$ cat src/rtl/ctcp_pkg.sv
// Package: constants shared by the control table character processor
package ctcp_pkg;

  // ----------------------------------------------------------------
  // Widths
  // ----------------------------------------------------------------
  localparam int CTCP_CHAR_W  = 8;
  localparam int CTCP_MODE_W  = 3;
  localparam int CTCP_BASE_W  = 16;
  localparam int CTCP_EXT_W   = 2;
  localparam int CTCP_ADDR_W  = 18;
  localparam int CTCP_REG_AW  = 8;
  localparam int CTCP_MODE_LSB = 8;   // Mode lands on address bits 8..10

  // ----------------------------------------------------------------
  // Register byte offsets
  // ----------------------------------------------------------------
  localparam logic [7:0] CTCP_OFS_LINE_SEL = 8'h00;
  localparam logic [7:0] CTCP_OFS_RX_BASE  = 8'h04;
  localparam logic [7:0] CTCP_OFS_TX_BASE  = 8'h08;
  localparam logic [7:0] CTCP_OFS_EXT      = 8'h0C;
  localparam logic [7:0] CTCP_OFS_PARAMS   = 8'h10;
  localparam logic [7:0] CTCP_OFS_MODES    = 8'h14;
  localparam logic [7:0] CTCP_OFS_RX_BCC   = 8'h18;
  localparam logic [7:0] CTCP_OFS_TX_BCC   = 8'h1C;
  localparam logic [7:0] CTCP_OFS_RX_INT   = 8'h20;
  localparam logic [7:0] CTCP_OFS_SPECIAL  = 8'h24;

  // ----------------------------------------------------------------
  // Field positions
  // ----------------------------------------------------------------
  localparam int CTCP_PRM_RX_INH = 8;   // Params: DLE in 7:0
  localparam int CTCP_PRM_TX_INH = 9;
  localparam int CTCP_MODES_TX   = 4;   // Modes: rx in 2:0, tx in 6:4
  localparam int CTCP_RIC_PEND   = 8;   // Interrupt char reg: char 7:0
  localparam int CTCP_RCB_INT    = 3;   // Receive control byte
  localparam int CTCP_RCB_STORE  = 4;
  localparam int CTCP_RCB_ACC    = 5;
  localparam int CTCP_RCB_EXPECT = 6;
  localparam int CTCP_TCB_ACC    = 3;   // Transmit control byte
  localparam int CTCP_TCB_SENDBCC = 4;
  localparam int CTCP_TCB_DLE    = 5;

  // ----------------------------------------------------------------
  // Values after reset and fixed bytes used under fetch inhibit
  // ----------------------------------------------------------------
  localparam logic [7:0] CTCP_RX_INHIBIT_CB = 8'h30;  // Mode 0, store, accumulate
  localparam logic [7:0] CTCP_TX_INHIBIT_CB = 8'h08;  // Mode 0, accumulate
  localparam logic [7:0] CTCP_DLE_RESET     = 8'h10;
  localparam logic [2:0] CTCP_MODE_RESET    = 3'h0;

  // ----------------------------------------------------------------
  // Sequencer states
  // ----------------------------------------------------------------
  typedef enum logic [3:0] {
    CTCP_IDLE, CTCP_RX_FETCH, CTCP_RX_APPLY, CTCP_RX_HOST,
    CTCP_TX_FETCH, CTCP_TX_DLE, CTCP_TX_CHAR, CTCP_TX_BCC
  } ctcp_state_e;

endpackage : ctcp_pkg

$ cat src/rtl/ctcp_fetch_if.sv
// Interface: control byte fetch request between sequencer and bus master
`timescale 1ns/1ps
interface ctcp_fetch_if;
  logic                          start;  // One-cycle fetch request
  logic [ctcp_pkg::CTCP_ADDR_W-1:0] addr;
  logic                          done;   // One-cycle fetch completion
  logic [7:0]                    data;

  modport ctrl (output start, output addr, input done, input data);
  modport mstr (input start, input addr, output done, output data);
endinterface : ctcp_fetch_if

$ cat src/rtl/ctcp_fetch.sv
// Direct memory request master that reads one control byte per request
`timescale 1ns/1ps
module ctcp_fetch
  import ctcp_pkg::*;
(
  // Clock and reset
  input  wire logic                   clk,
  input  wire logic                   sys_rst,
  // Sequencer side
  ctcp_fetch_if.mstr                  fif,
  // Memory bus side
  output logic                        direct_memory_request,
  output logic [ctcp_pkg::CTCP_ADDR_W-1:0] dm_addr,
  input  wire logic                   dm_ack,
  input  wire logic [7:0]             dm_rdata
);

  // ----------------------------------------------------------------
  // Request holds until the memory answers
  // ----------------------------------------------------------------
  always_ff @(posedge clk) begin
    if (sys_rst) begin
      direct_memory_request <= 1'b0;
      dm_addr               <= '0;
    end else if (direct_memory_request && dm_ack) begin
      direct_memory_request <= 1'b0;
    end else if (fif.start && !direct_memory_request) begin
      direct_memory_request <= 1'b1;
      dm_addr               <= fif.addr;
    end
  end

  // Data taken at the acknowledge, done one cycle later
  always_ff @(posedge clk) begin
    if (sys_rst) begin
      fif.done <= 1'b0;
      fif.data <= 8'h00;
    end else begin
      fif.done <= direct_memory_request && dm_ack;
      if (direct_memory_request && dm_ack) begin
        fif.data <= dm_rdata;
      end
    end
  end

endmodule : ctcp_fetch

$ cat src/rtl/ctcp_top.sv
// Control table character processor: per-character control byte sequencer
//
// Local design decisions: the placing of the registers and the strobed register port.
`timescale 1ns/1ps
// Summary of operation
// - Every character gets one fetched control byte, except an expected check and an inhibited mode 0 character
// - Address is table base plus character code
// - Each mode region spans 256 byte entries
// - Separate 3-bit rx and tx mode per line
// - Mode added at address bits 8..10
// - Control byte sets the line's next mode
// - Received character fetches by direct memory request
// - Interrupt loads character, signals host
// - Store or discard received character
// - Accumulate received character into check or not
// - Expect-check makes next character the check
// - Check anticipation starts receive block termination
// - Host special byte replaces fetched dispositions
// - Fetch precedes sending each character not inhibited in mode 0
// - Accumulate transmitted character into check or not
// - Send check after character, end block
// - Send stored DLE immediately before character
// - Two extended bits make 18-bit fetch address
// - Inhibit in mode 0 skips fetch, stores, accumulates
module ctcp_top
  import ctcp_pkg::*;
#(
  parameter int NUM_LINES = 16
)(
  // Clock and reset
  input  wire logic                        clk,
  input  wire logic                        sys_rst,
  // Register port
  input  wire logic [ctcp_pkg::CTCP_REG_AW-1:0] reg_addr,
  input  wire logic [31:0]                 reg_wdata,
  input  wire logic                        reg_wr,
  input  wire logic                        reg_rd,
  output logic [31:0]                      reg_rdata,
  // Host attention for receive interrupt
  output logic                             rx_attention,
  // Receiver character input
  input  wire logic                        rx_valid,
  input  wire logic [$clog2(NUM_LINES)-1:0] rx_line,
  input  wire logic [7:0]                  rx_char,
  output logic                             rx_ready,
  // Receive results
  output logic                             rx_store_valid,
  output logic [$clog2(NUM_LINES)-1:0]     rx_store_line,
  output logic [7:0]                       rx_store_char,
  output logic                             rx_block_end,
  output logic                             rx_bcc_error,
  // Transmit character from memory
  input  wire logic                        tx_valid,
  input  wire logic [$clog2(NUM_LINES)-1:0] tx_line,
  input  wire logic [7:0]                  tx_char,
  output logic                             tx_ready,
  // Transmitter output
  output logic                             tx_out_valid,
  output logic [$clog2(NUM_LINES)-1:0]     tx_out_line,
  output logic [7:0]                       tx_out_char,
  input  wire logic                        tx_out_ready,
  output logic                             tx_block_end,
  // Memory bus
  output logic                             direct_memory_request,
  output logic [ctcp_pkg::CTCP_ADDR_W-1:0] dm_addr,
  input  wire logic                        dm_ack,
  input  wire logic [7:0]                  dm_rdata
);

  localparam int LW = $clog2(NUM_LINES);

  // ----------------------------------------------------------------
  // Per-line storage
  // ----------------------------------------------------------------
  logic [CTCP_BASE_W-1:0] rx_base_reg [NUM_LINES];
  logic [CTCP_BASE_W-1:0] tx_base_reg [NUM_LINES];
  logic [CTCP_EXT_W-1:0]  ext_reg     [NUM_LINES];
  logic [7:0]             dle_reg     [NUM_LINES];
  logic                   rx_inh_reg  [NUM_LINES];
  logic                   tx_inh_reg  [NUM_LINES];
  logic [CTCP_MODE_W-1:0] rx_mode_reg [NUM_LINES];
  logic [CTCP_MODE_W-1:0] tx_mode_reg [NUM_LINES];
  logic [7:0]             rx_bcc_reg  [NUM_LINES];
  logic [7:0]             tx_bcc_reg  [NUM_LINES];
  logic                   expect_reg  [NUM_LINES];

  // ----------------------------------------------------------------
  // Sequencer state
  // ----------------------------------------------------------------
  ctcp_state_e     st_reg;
  logic [LW-1:0]   line_reg;
  logic [LW-1:0]   sel_reg;
  logic [7:0]      char_reg;
  logic [7:0]      cb_reg;
  logic [7:0]      ric_reg;
  logic            ric_pend_reg;
  logic [7:0]      special_reg;
  logic            special_hit;
  logic            wr_sel;

  ctcp_fetch_if fif ();

  // Bus master for control byte reads
  ctcp_fetch u_fetch (
    .clk                   (clk),
    .sys_rst               (sys_rst),
    .fif                   (fif.mstr),
    .direct_memory_request (direct_memory_request),
    .dm_addr               (dm_addr),
    .dm_ack                (dm_ack),
    .dm_rdata              (dm_rdata)
  );

  // ----------------------------------------------------------------
  // Control byte address formation
  // ----------------------------------------------------------------
  function automatic logic [CTCP_ADDR_W-1:0] cb_addr(
    input logic [CTCP_EXT_W-1:0]  ext,
    input logic [CTCP_BASE_W-1:0] base,
    input logic [CTCP_MODE_W-1:0] mode,
    input logic [7:0]             chr
  );
    logic [CTCP_BASE_W-1:0] sum;
    // Sum wraps in 16 bits, ext bits are appended not added
    sum = base + {8'h00, chr};
    sum = sum + (CTCP_BASE_W'(mode) << CTCP_MODE_LSB);
    return {ext, sum};
  endfunction : cb_addr

  // Receive wins over transmit when both arrive together
  assign rx_ready = (st_reg == CTCP_IDLE);
  assign tx_ready = (st_reg == CTCP_IDLE) && !rx_valid;
  assign rx_attention = ric_pend_reg;
  assign special_hit  = reg_wr && (reg_addr == CTCP_OFS_SPECIAL) && (st_reg == CTCP_RX_HOST);
  assign wr_sel       = reg_wr && (reg_addr == CTCP_OFS_LINE_SEL);

  // ----------------------------------------------------------------
  // Host configuration registers
  // ----------------------------------------------------------------
  always_ff @(posedge clk) begin
    if (sys_rst) begin
      sel_reg <= '0;
      for (int i = 0; i < NUM_LINES; i++) begin
        rx_base_reg[i] <= '0;
        tx_base_reg[i] <= '0;
        ext_reg[i]     <= '0;
        dle_reg[i]     <= CTCP_DLE_RESET;
        rx_inh_reg[i]  <= 1'b0;
        tx_inh_reg[i]  <= 1'b0;
      end
    end else if (reg_wr) begin
      case (reg_addr)
        CTCP_OFS_LINE_SEL: sel_reg <= reg_wdata[LW-1:0];
        CTCP_OFS_RX_BASE:  rx_base_reg[sel_reg] <= reg_wdata[CTCP_BASE_W-1:0];
        CTCP_OFS_TX_BASE:  tx_base_reg[sel_reg] <= reg_wdata[CTCP_BASE_W-1:0];
        CTCP_OFS_EXT:      ext_reg[sel_reg] <= reg_wdata[CTCP_EXT_W-1:0];
        CTCP_OFS_PARAMS: begin
          dle_reg[sel_reg]    <= reg_wdata[7:0];
          rx_inh_reg[sel_reg] <= reg_wdata[CTCP_PRM_RX_INH];
          tx_inh_reg[sel_reg] <= reg_wdata[CTCP_PRM_TX_INH];
        end
        default: ;
      endcase
    end
  end

  // Host may preset a mode; sequencer update wins
  always_ff @(posedge clk) begin
    if (sys_rst) begin
      for (int i = 0; i < NUM_LINES; i++) begin
        rx_mode_reg[i] <= CTCP_MODE_RESET;
        tx_mode_reg[i] <= CTCP_MODE_RESET;
      end
    end else begin
      if (reg_wr && reg_addr == CTCP_OFS_MODES) begin
        rx_mode_reg[sel_reg] <= reg_wdata[CTCP_MODE_W-1:0];
        tx_mode_reg[sel_reg] <= reg_wdata[CTCP_MODES_TX +: CTCP_MODE_W];
      end
      if (st_reg == CTCP_RX_APPLY) begin
        rx_mode_reg[line_reg] <= cb_reg[CTCP_MODE_W-1:0];
      end
      if (st_reg == CTCP_TX_FETCH && fif.done) begin
        tx_mode_reg[line_reg] <= fif.data[CTCP_MODE_W-1:0];
      end
    end
  end

  // ----------------------------------------------------------------
  // Main sequencer
  // ----------------------------------------------------------------
  always_ff @(posedge clk) begin
    if (sys_rst) begin
      st_reg    <= CTCP_IDLE;
      line_reg  <= '0;
      char_reg  <= 8'h00;
      cb_reg    <= 8'h00;
      fif.start <= 1'b0;
      fif.addr  <= '0;
    end else begin
      fif.start <= 1'b0;
      case (st_reg)
        CTCP_IDLE: begin
          if (rx_valid) begin
            line_reg <= rx_line;
            char_reg <= rx_char;
            if (expect_reg[rx_line]) begin
              st_reg <= CTCP_IDLE;
            end else if (rx_inh_reg[rx_line] && rx_mode_reg[rx_line] == 3'h0) begin
              cb_reg <= CTCP_RX_INHIBIT_CB;
              st_reg <= CTCP_RX_APPLY;
            end else begin
              fif.start <= 1'b1;
              fif.addr  <= cb_addr(ext_reg[rx_line], rx_base_reg[rx_line],
                                   rx_mode_reg[rx_line], rx_char);
              st_reg    <= CTCP_RX_FETCH;
            end
          end else if (tx_valid) begin
            line_reg  <= tx_line;
            char_reg  <= tx_char;
            if (tx_inh_reg[tx_line] && tx_mode_reg[tx_line] == 3'h0) begin
              cb_reg <= CTCP_TX_INHIBIT_CB;
              st_reg <= CTCP_TX_CHAR;
            end else begin
              fif.start <= 1'b1;
              fif.addr  <= cb_addr(ext_reg[tx_line], tx_base_reg[tx_line],
                                   tx_mode_reg[tx_line], tx_char);
              st_reg    <= CTCP_TX_FETCH;
            end
          end
        end
        CTCP_RX_FETCH: begin
          if (fif.done) begin
            cb_reg <= fif.data;
            // Interrupt character waits for the host
            st_reg <= fif.data[CTCP_RCB_INT] ? CTCP_RX_HOST : CTCP_RX_APPLY;
          end
        end
        CTCP_RX_HOST: begin
          if (special_hit) begin
            // Keep fetched mode, host gives dispositions
            cb_reg <= {reg_wdata[7:CTCP_MODE_W], cb_reg[CTCP_MODE_W-1:0]};
            st_reg <= CTCP_RX_APPLY;
          end
        end
        CTCP_RX_APPLY: st_reg <= CTCP_IDLE;
        CTCP_TX_FETCH: begin
          if (fif.done) begin
            cb_reg <= fif.data;
            st_reg <= fif.data[CTCP_TCB_DLE] ? CTCP_TX_DLE : CTCP_TX_CHAR;
          end
        end
        CTCP_TX_DLE: begin
          if (tx_out_ready) begin
            st_reg <= CTCP_TX_CHAR;
          end
        end
        CTCP_TX_CHAR: begin
          if (tx_out_ready) begin
            st_reg <= cb_reg[CTCP_TCB_SENDBCC] ? CTCP_TX_BCC : CTCP_IDLE;
          end
        end
        CTCP_TX_BCC: begin
          if (tx_out_ready) begin
            st_reg <= CTCP_IDLE;
          end
        end
        default: st_reg <= CTCP_IDLE;
      endcase
    end
  end

  // ----------------------------------------------------------------
  // Transmit output: DLE, char, check, each held until taken
  // ----------------------------------------------------------------
  assign tx_out_valid = (st_reg == CTCP_TX_DLE) || (st_reg == CTCP_TX_CHAR) ||
                        (st_reg == CTCP_TX_BCC);
  assign tx_out_line  = line_reg;
  always_comb begin
    case (st_reg)
      CTCP_TX_DLE: tx_out_char = dle_reg[line_reg];
      CTCP_TX_BCC: tx_out_char = tx_bcc_reg[line_reg];
      default:     tx_out_char = char_reg;
    endcase
  end

  // ----------------------------------------------------------------
  // Block check accumulators, expectation flags and block ends
  // ----------------------------------------------------------------
  always_ff @(posedge clk) begin
    if (sys_rst) begin
      rx_block_end <= 1'b0;
      tx_block_end <= 1'b0;
      rx_bcc_error <= 1'b0;
      for (int i = 0; i < NUM_LINES; i++) begin
        rx_bcc_reg[i] <= 8'h00;
        tx_bcc_reg[i] <= 8'h00;
        expect_reg[i] <= 1'b0;
      end
    end else begin
      rx_block_end <= 1'b0;
      tx_block_end <= 1'b0;
      rx_bcc_error <= 1'b0;
      // Check character closes block, restarts accumulation
      if (st_reg == CTCP_IDLE && rx_valid && expect_reg[rx_line]) begin
        rx_bcc_error          <= (rx_char != rx_bcc_reg[rx_line]);
        rx_bcc_reg[rx_line]   <= 8'h00;
        expect_reg[rx_line]   <= 1'b0;
      end
      if (st_reg == CTCP_RX_APPLY) begin
        if (cb_reg[CTCP_RCB_ACC]) begin
          rx_bcc_reg[line_reg] <= rx_bcc_reg[line_reg] ^ char_reg;
        end
        if (cb_reg[CTCP_RCB_EXPECT]) begin
          expect_reg[line_reg] <= 1'b1;
          rx_block_end         <= 1'b1;
        end
      end
      if (st_reg == CTCP_TX_CHAR && tx_out_ready && cb_reg[CTCP_TCB_ACC]) begin
        tx_bcc_reg[line_reg] <= tx_bcc_reg[line_reg] ^ char_reg;
      end
      if (st_reg == CTCP_TX_BCC && tx_out_ready) begin
        tx_bcc_reg[line_reg] <= 8'h00;
        tx_block_end         <= 1'b1;
      end
      if (reg_wr && reg_addr == CTCP_OFS_RX_BCC) begin
        rx_bcc_reg[sel_reg] <= reg_wdata[7:0];
      end
      if (reg_wr && reg_addr == CTCP_OFS_TX_BCC) begin
        tx_bcc_reg[sel_reg] <= reg_wdata[7:0];
      end
    end
  end

  // ----------------------------------------------------------------
  // Receive store path and interrupt character register
  // ----------------------------------------------------------------
  always_ff @(posedge clk) begin
    if (sys_rst) begin
      rx_store_valid <= 1'b0;
      rx_store_line  <= '0;
      rx_store_char  <= 8'h00;
    end else begin
      rx_store_valid <= (st_reg == CTCP_RX_APPLY) && cb_reg[CTCP_RCB_STORE];
      rx_store_line  <= line_reg;
      rx_store_char  <= char_reg;
    end
  end

  always_ff @(posedge clk) begin
    if (sys_rst) begin
      ric_reg      <= 8'h00;
      ric_pend_reg <= 1'b0;
      special_reg  <= 8'h00;
    end else begin
      if (st_reg == CTCP_RX_FETCH && fif.done && fif.data[CTCP_RCB_INT]) begin
        ric_reg      <= char_reg;
        ric_pend_reg <= 1'b1;
      end else if (special_hit) begin
        ric_pend_reg <= 1'b0;
        special_reg  <= reg_wdata[7:0];
      end
    end
  end

  // ----------------------------------------------------------------
  // Register read, data the cycle after the strobe
  // ----------------------------------------------------------------
  always_ff @(posedge clk) begin
    if (sys_rst) begin
      reg_rdata <= 32'h0000_0000;
    end else if (reg_rd) begin
      case (reg_addr)
        CTCP_OFS_LINE_SEL: reg_rdata <= 32'(sel_reg);
        CTCP_OFS_RX_BASE:  reg_rdata <= 32'(rx_base_reg[sel_reg]);
        CTCP_OFS_TX_BASE:  reg_rdata <= 32'(tx_base_reg[sel_reg]);
        CTCP_OFS_EXT:      reg_rdata <= 32'(ext_reg[sel_reg]);
        CTCP_OFS_PARAMS:   reg_rdata <= 32'({tx_inh_reg[sel_reg], rx_inh_reg[sel_reg],
                                             dle_reg[sel_reg]});
        CTCP_OFS_MODES:    reg_rdata <= 32'({1'b0, tx_mode_reg[sel_reg],
                                             1'b0, rx_mode_reg[sel_reg]});
        CTCP_OFS_RX_BCC:   reg_rdata <= 32'(rx_bcc_reg[sel_reg]);
        CTCP_OFS_TX_BCC:   reg_rdata <= 32'(tx_bcc_reg[sel_reg]);
        CTCP_OFS_RX_INT:   reg_rdata <= 32'({ric_pend_reg, ric_reg});
        CTCP_OFS_SPECIAL:  reg_rdata <= 32'(special_reg);
        default:           reg_rdata <= 32'h0000_0000;
      endcase
    end
  end

endmodule : ctcp_top
$ cat config.mk
export PLATFORM = sky130hd
export DESIGN_NAME = ctcp_top
export DESIGN_NICKNAME = d
export VERILOG_FILES = /design/src/rtl/ctcp_pkg.sv /design/src/rtl/ctcp_fetch_if.sv /design/src/rtl/ctcp_fetch.sv /design/src/rtl/ctcp_top.sv
export SDC_FILE = /design/constraint.sdc
export NUM_CORES = 2
export LEC_CHECK = 0
export ABC_AREA = 1
export BUFFER_PORTS_ARGS = -buffer_cell sky130_fd_sc_hd__buf_2
export CAP_MARGIN = 10
export CELL_PAD_IN_SITES_DETAIL_PLACEMENT = 0
export CELL_PAD_IN_SITES_GLOBAL_PLACEMENT = 1
export CORE_ASPECT_RATIO = 1.5
export CORE_MARGIN = 1.5
export CORE_UTILIZATION = 40
export CTS_CLUSTER_DIAMETER = 80
export DETAILED_ROUTE_END_ITERATION = 7
export MAX_ROUTING_LAYER = met4
export PLACE_DENSITY_LB_ADDON = 0.1
export SETUP_SLACK_MARGIN = 0.4
export SLEW_MARGIN = 25
export SYNTH_ARGS = -nofsm -noshare
export SYNTH_HDL_FRONTEND = slang
export SYNTH_SLANG_ARGS = --single-unit
$ cat constraint.sdc
create_clock -name clk -period 3.67 [get_ports clk]
set_clock_uncertainty 0.15 [all_clocks]
set_input_delay 0.734 -clock clk [delete_from_list [all_inputs] [get_ports clk]]
set_output_delay 0.734 -clock clk [all_outputs]
set_load 0.02 [all_outputs]
==> results.sh <==
export IMPL_slowest_delay_ns=0.35
export IMPL_coreArea_um2=174000
export IMPL_holdWs_ns=0.140
export IMPL_status="finished, violations left"
export IMPL_drive_gt1_frac=0.140
export IMPL_drt_wl_total_mm=345
export IMPL_firstDrtPassIters=8
export IMPL_postSynthAreaPerCell_um2=7.96
export IMPL_worstPathArrival_ns=3.01
export IMPL_worstPathCellList="buf_12 > buf_12 > buf_16 > buf_4 > a21oi_1 > o21ai_0 > nand3_1 > o211ai_1 > nand2_1 > nand2_4 > o211ai_1 > buf_4"
export IMPL_stdcell_count=11419
export IMPL_ant_nets=0
export IMPL_rsz0062_at_grt="true"
export IMPL_area_growth_pct=18.1
export IMPL_htree_levels=4
export IMPL_grt_usage=0.392
export IMPL_dieArea_um2=178000
export IMPL_async_reset_ff_frac=0
export IMPL_syn_area_um2=70100
export IMPL_ys_types=54
export IMPL_ir_worst_vdd_mv=0.595
export IMPL_timing_critical_path_required_ns=2.79
export IMPL_die_h_um=516
export IMPL_period_minus_slack_ns=3.90
export IMPL_cts_tree="built"
export IMPL_die_w_um=345
export IMPL_fillCellCount=17166
export IMPL_ys_seq_area_frac=0.496
export IMPL_slew_headroom=0.355
export IMPL_first_global_vias=65054
export IMPL_critPathBufInv=5
export IMPL_num_vias=69049
export IMPL_finalSetupViolCount=7
export IMPL_grt_ovfl_total=0
export IMPL_fin_ws_ns=-0.228
export IMPL_path_class="reg2out"
export IMPL_startpoint_type="register"
export IMPL_hpwl_mm=240
export IMPL_root_buffer="clkbuf_16"
export IMPL_post_drt_via_cell_ratio=6.05
export IMPL_cts_clk_slew_worst_paths_ns=0.07
export IMPL_synth_flop_cell="edfxtp_1"
export IMPL_place_inst=11120
export IMPL_start_util=0.404
export IMPL_ys_seq_elements=1201
export IMPL_grt_max_degree=126
export IMPL_synthesis_instances=8801
export IMPL_wl_per_cell_um=30.2
export IMPL_clkSinkCount=1201
export IMPL_insertion_delay_ns=0.83
export IMPL_max_freq_mhz=257
export IMPL_numCtsBuffers=134
export IMPL_ys_warn_count=0
export IMPL_violations="setup timing"
export IMPL_slew_viol_final=0
export IMPL_gp_congestion=0.995
export IMPL_final_core_util=0.477
export IMPL_finalNetCount=9141
export IMPL_cts_buffer_depth=3
export IMPL_antenna_found_initial=9
export IMPL_critPathMaxFanout=7
export IMPL_num_rows=187
export IMPL_finalCritPeriodShare=1.06
export IMPL_cpLargestDelayFamily="buffers and inverters"
export IMPL_cp_end_kind="primary output"
export IMPL_drt_iter0_markers=7826
export IMPL_worst_path_max_delay_cell="dfxtp_4"
export IMPL_worstMarginPinSlew_ns=0.958
export IMPL_hold_viol_final=0
export IMPL_num_io_pins=163
export IMPL_port_buffers=129
export IMPL_drv_cap=0
export IMPL_drc=0
export IMPL_powerDensity_nw_per_um2=511
export IMPL_grt_pass1_wl_mm=478
export IMPL_total_leakage_power_uw=0.0321
export IMPL_seq_area_um2=34800
export IMPL_multi_input_area_um2=30400
export IMPL_synth_edf_count=1072
export IMPL_worstHoldPathType="in2reg"
-- final cells by class --
class	instances	area share
Sequential cell	1201	0.420
Multi-Input combinational cell	6216	0.367
Timing Repair Buffer	810	0.0936
Clock buffer	169	0.0437
Tap cell	2268	0.0343
Inverter	674	0.0317
Clock inverter	75	0.00910
Antenna cell	6	0.000181
-- path summary, 6_finish.rpt --
path / from / to / slack (ns) / cells after the start
max reg2reg: register / reg_rdata[3] / 0.42 / 13
max: register / tx_out_char[6] / -0.23 / 12
min: dm_rdata[1] / u_fetch.fif.data[1] / 0.14 / 3
min reg2reg: ric_reg[7] / ric_reg[7] / 0.30 / 2
-- worst reg2reg max path, stage by stage (launching register included) --
cell and delay, ns:
dfxtp_4 0.49, buf_4 0.26, buf_16 0.38, nand2_1 0.27, o211ai_1 0.10, o211ai_1 0.12
nand2_1 0.16, nand2_1 0.07, nand3_1 0.21, nand2_1 0.21, nor2_1 0.15, nand3_1 0.10
nand2_1 0.33, a21oi_1 0.12
-- cells in the mapped netlist, types with 4 or more instances --
| master | n | area, um2 |
|---|---|---|
| buf_4 | 35 | 263 |
| dfxtp_1 | 129 | 2580 |
| o31ai_1 | 6 | 45.0 |
| nor3_2 | 4 | 40.0 |
| nand4_1 | 12 | 75.1 |
| o221ai_1 | 75 | 657 |
| xor2_1 | 16 | 140 |
| nor3_1 | 11 | 55.1 |
| inv_1 | 605 | 2270 |
| nor2_4 | 23 | 259 |
| edfxtp_1 | 1072 | 32200 |
| o21ai_0 | 1132 | 5670 |
| a21boi_0 | 4 | 30.0 |
| o21a_1 | 5 | 37.5 |
| o21bai_1 | 6 | 45.0 |
| or2_2 | 24 | 150 |
| a21oi_1 | 484 | 2420 |
| a211oi_1 | 10 | 75.1 |
| o211ai_1 | 323 | 2420 |
| nand2_4 | 6 | 67.6 |
| inv_2 | 54 | 203 |
| buf_2 | 182 | 911 |
| o22ai_1 | 208 | 1300 |
| clkinv_1 | 13 | 48.8 |
| buf_1 | 59 | 221 |
| nor2_2 | 7 | 43.8 |
| clkbuf_1 | 444 | 1670 |
| nand2_1 | 1415 | 5310 |
| buf_6 | 5 | 56.3 |
| nor2_1 | 1405 | 5270 |
| ha_1 | 22 | 275 |
| o21ai_1 | 43 | 215 |
| nand2_2 | 13 | 81.3 |
| nand3_1 | 909 | 4550 |
| a31oi_1 | 6 | 37.5 |
-- power by group --
part / switching (uW) / internal (uW)
combinational: 8310 / 3870
clock: 6170 / 7770
sequential: 623 / 15500
total: 15100 / 27200
-- metal layers --
layer / vias to the layer above / wire length, um / track usage
li1: 30869 / - / -
met1: 33538 / 121000 / 0.430
met2: 3653 / 165000 / 0.634
met3: 989 / 25200 / 0.0526
met4: 0 / 33700 / 0.319
met5: - / 0 / -
-- cells in the final DEF, fill, tap and decap left out, types with 10 or more instances in the layout --
cell	synthesis	layout
nand2_1	1415	1395
nor2_1	1405	1392
edfxtp_1	1072	1072
o21ai_0	1132	1059
nand3_1	909	895
inv_1	605	593
buf_4	35	535
a21oi_1	484	475
o211ai_1	323	323
o22ai_1	208	206
clkbuf_16	0	139
dfxtp_1	129	121
buf_12	0	117
buf_2	182	116
o21ai_1	43	100
o221ai_1	75	58
inv_2	54	49
clkinv_2	1	34
clkinv_1	13	32
nand2_2	13	27
nor2_4	23	26
clkbuf_1	444	26
or2_2	24	24
nor2_2	7	17
o21ai_2	2	17
xor2_1	16	16
conb_1	1	16
buf_16	0	15
nand3_2	1	14
o221ai_2	0	13
buf_6	5	13
nand4_1	12	12
ha_4	0	12
nand2_4	6	11
nor3_1	11	10
inv_6	0	10
bufinv_16	0	10
-- stage by stage --
step	TNS, ns	total power [uW]	area, um2	setup slack [ns]
floorplan	0	21700	70700	0.164
global placement	-6.97	26800	77100	-0.578
detailed placement	-6.15	26900	77100	-0.557
CTS	-0.877	41700	82400	-0.178
global route	-1.44	43300	82800	-0.249
finish	-1.19	42300	82800	-0.228
-- cells by family (layout without fill, tap and decap cells) --
kind of cell | after synthesis | in the layout | synth area share
AOI/OAI and AO/OA | 2315 | 2315 | 0.187
and+or+nand+nor | 3842 | 3842 | 0.229
adders and majority gates | 24 | 24 | 0.00450
DFF | 1201 | 1201 | 0.496
buffers and inverters | 1399 | 1728 | 0.0807
other | 1 | 22 | 0.0000535
xor gates and xnor gates | 19 | 19 | 0.00238
-- repair_timing --
item,CTS,global route
hold endpoints to repair,4,0
buffers inserted,24,10
gates cloned,10,1
pin swaps,27,29
hold buffers,4,0
endpoints found under the setup margin,19,98
gates resized for setup,106,86
No activity file was read; power rests on OpenSTA's default activity.
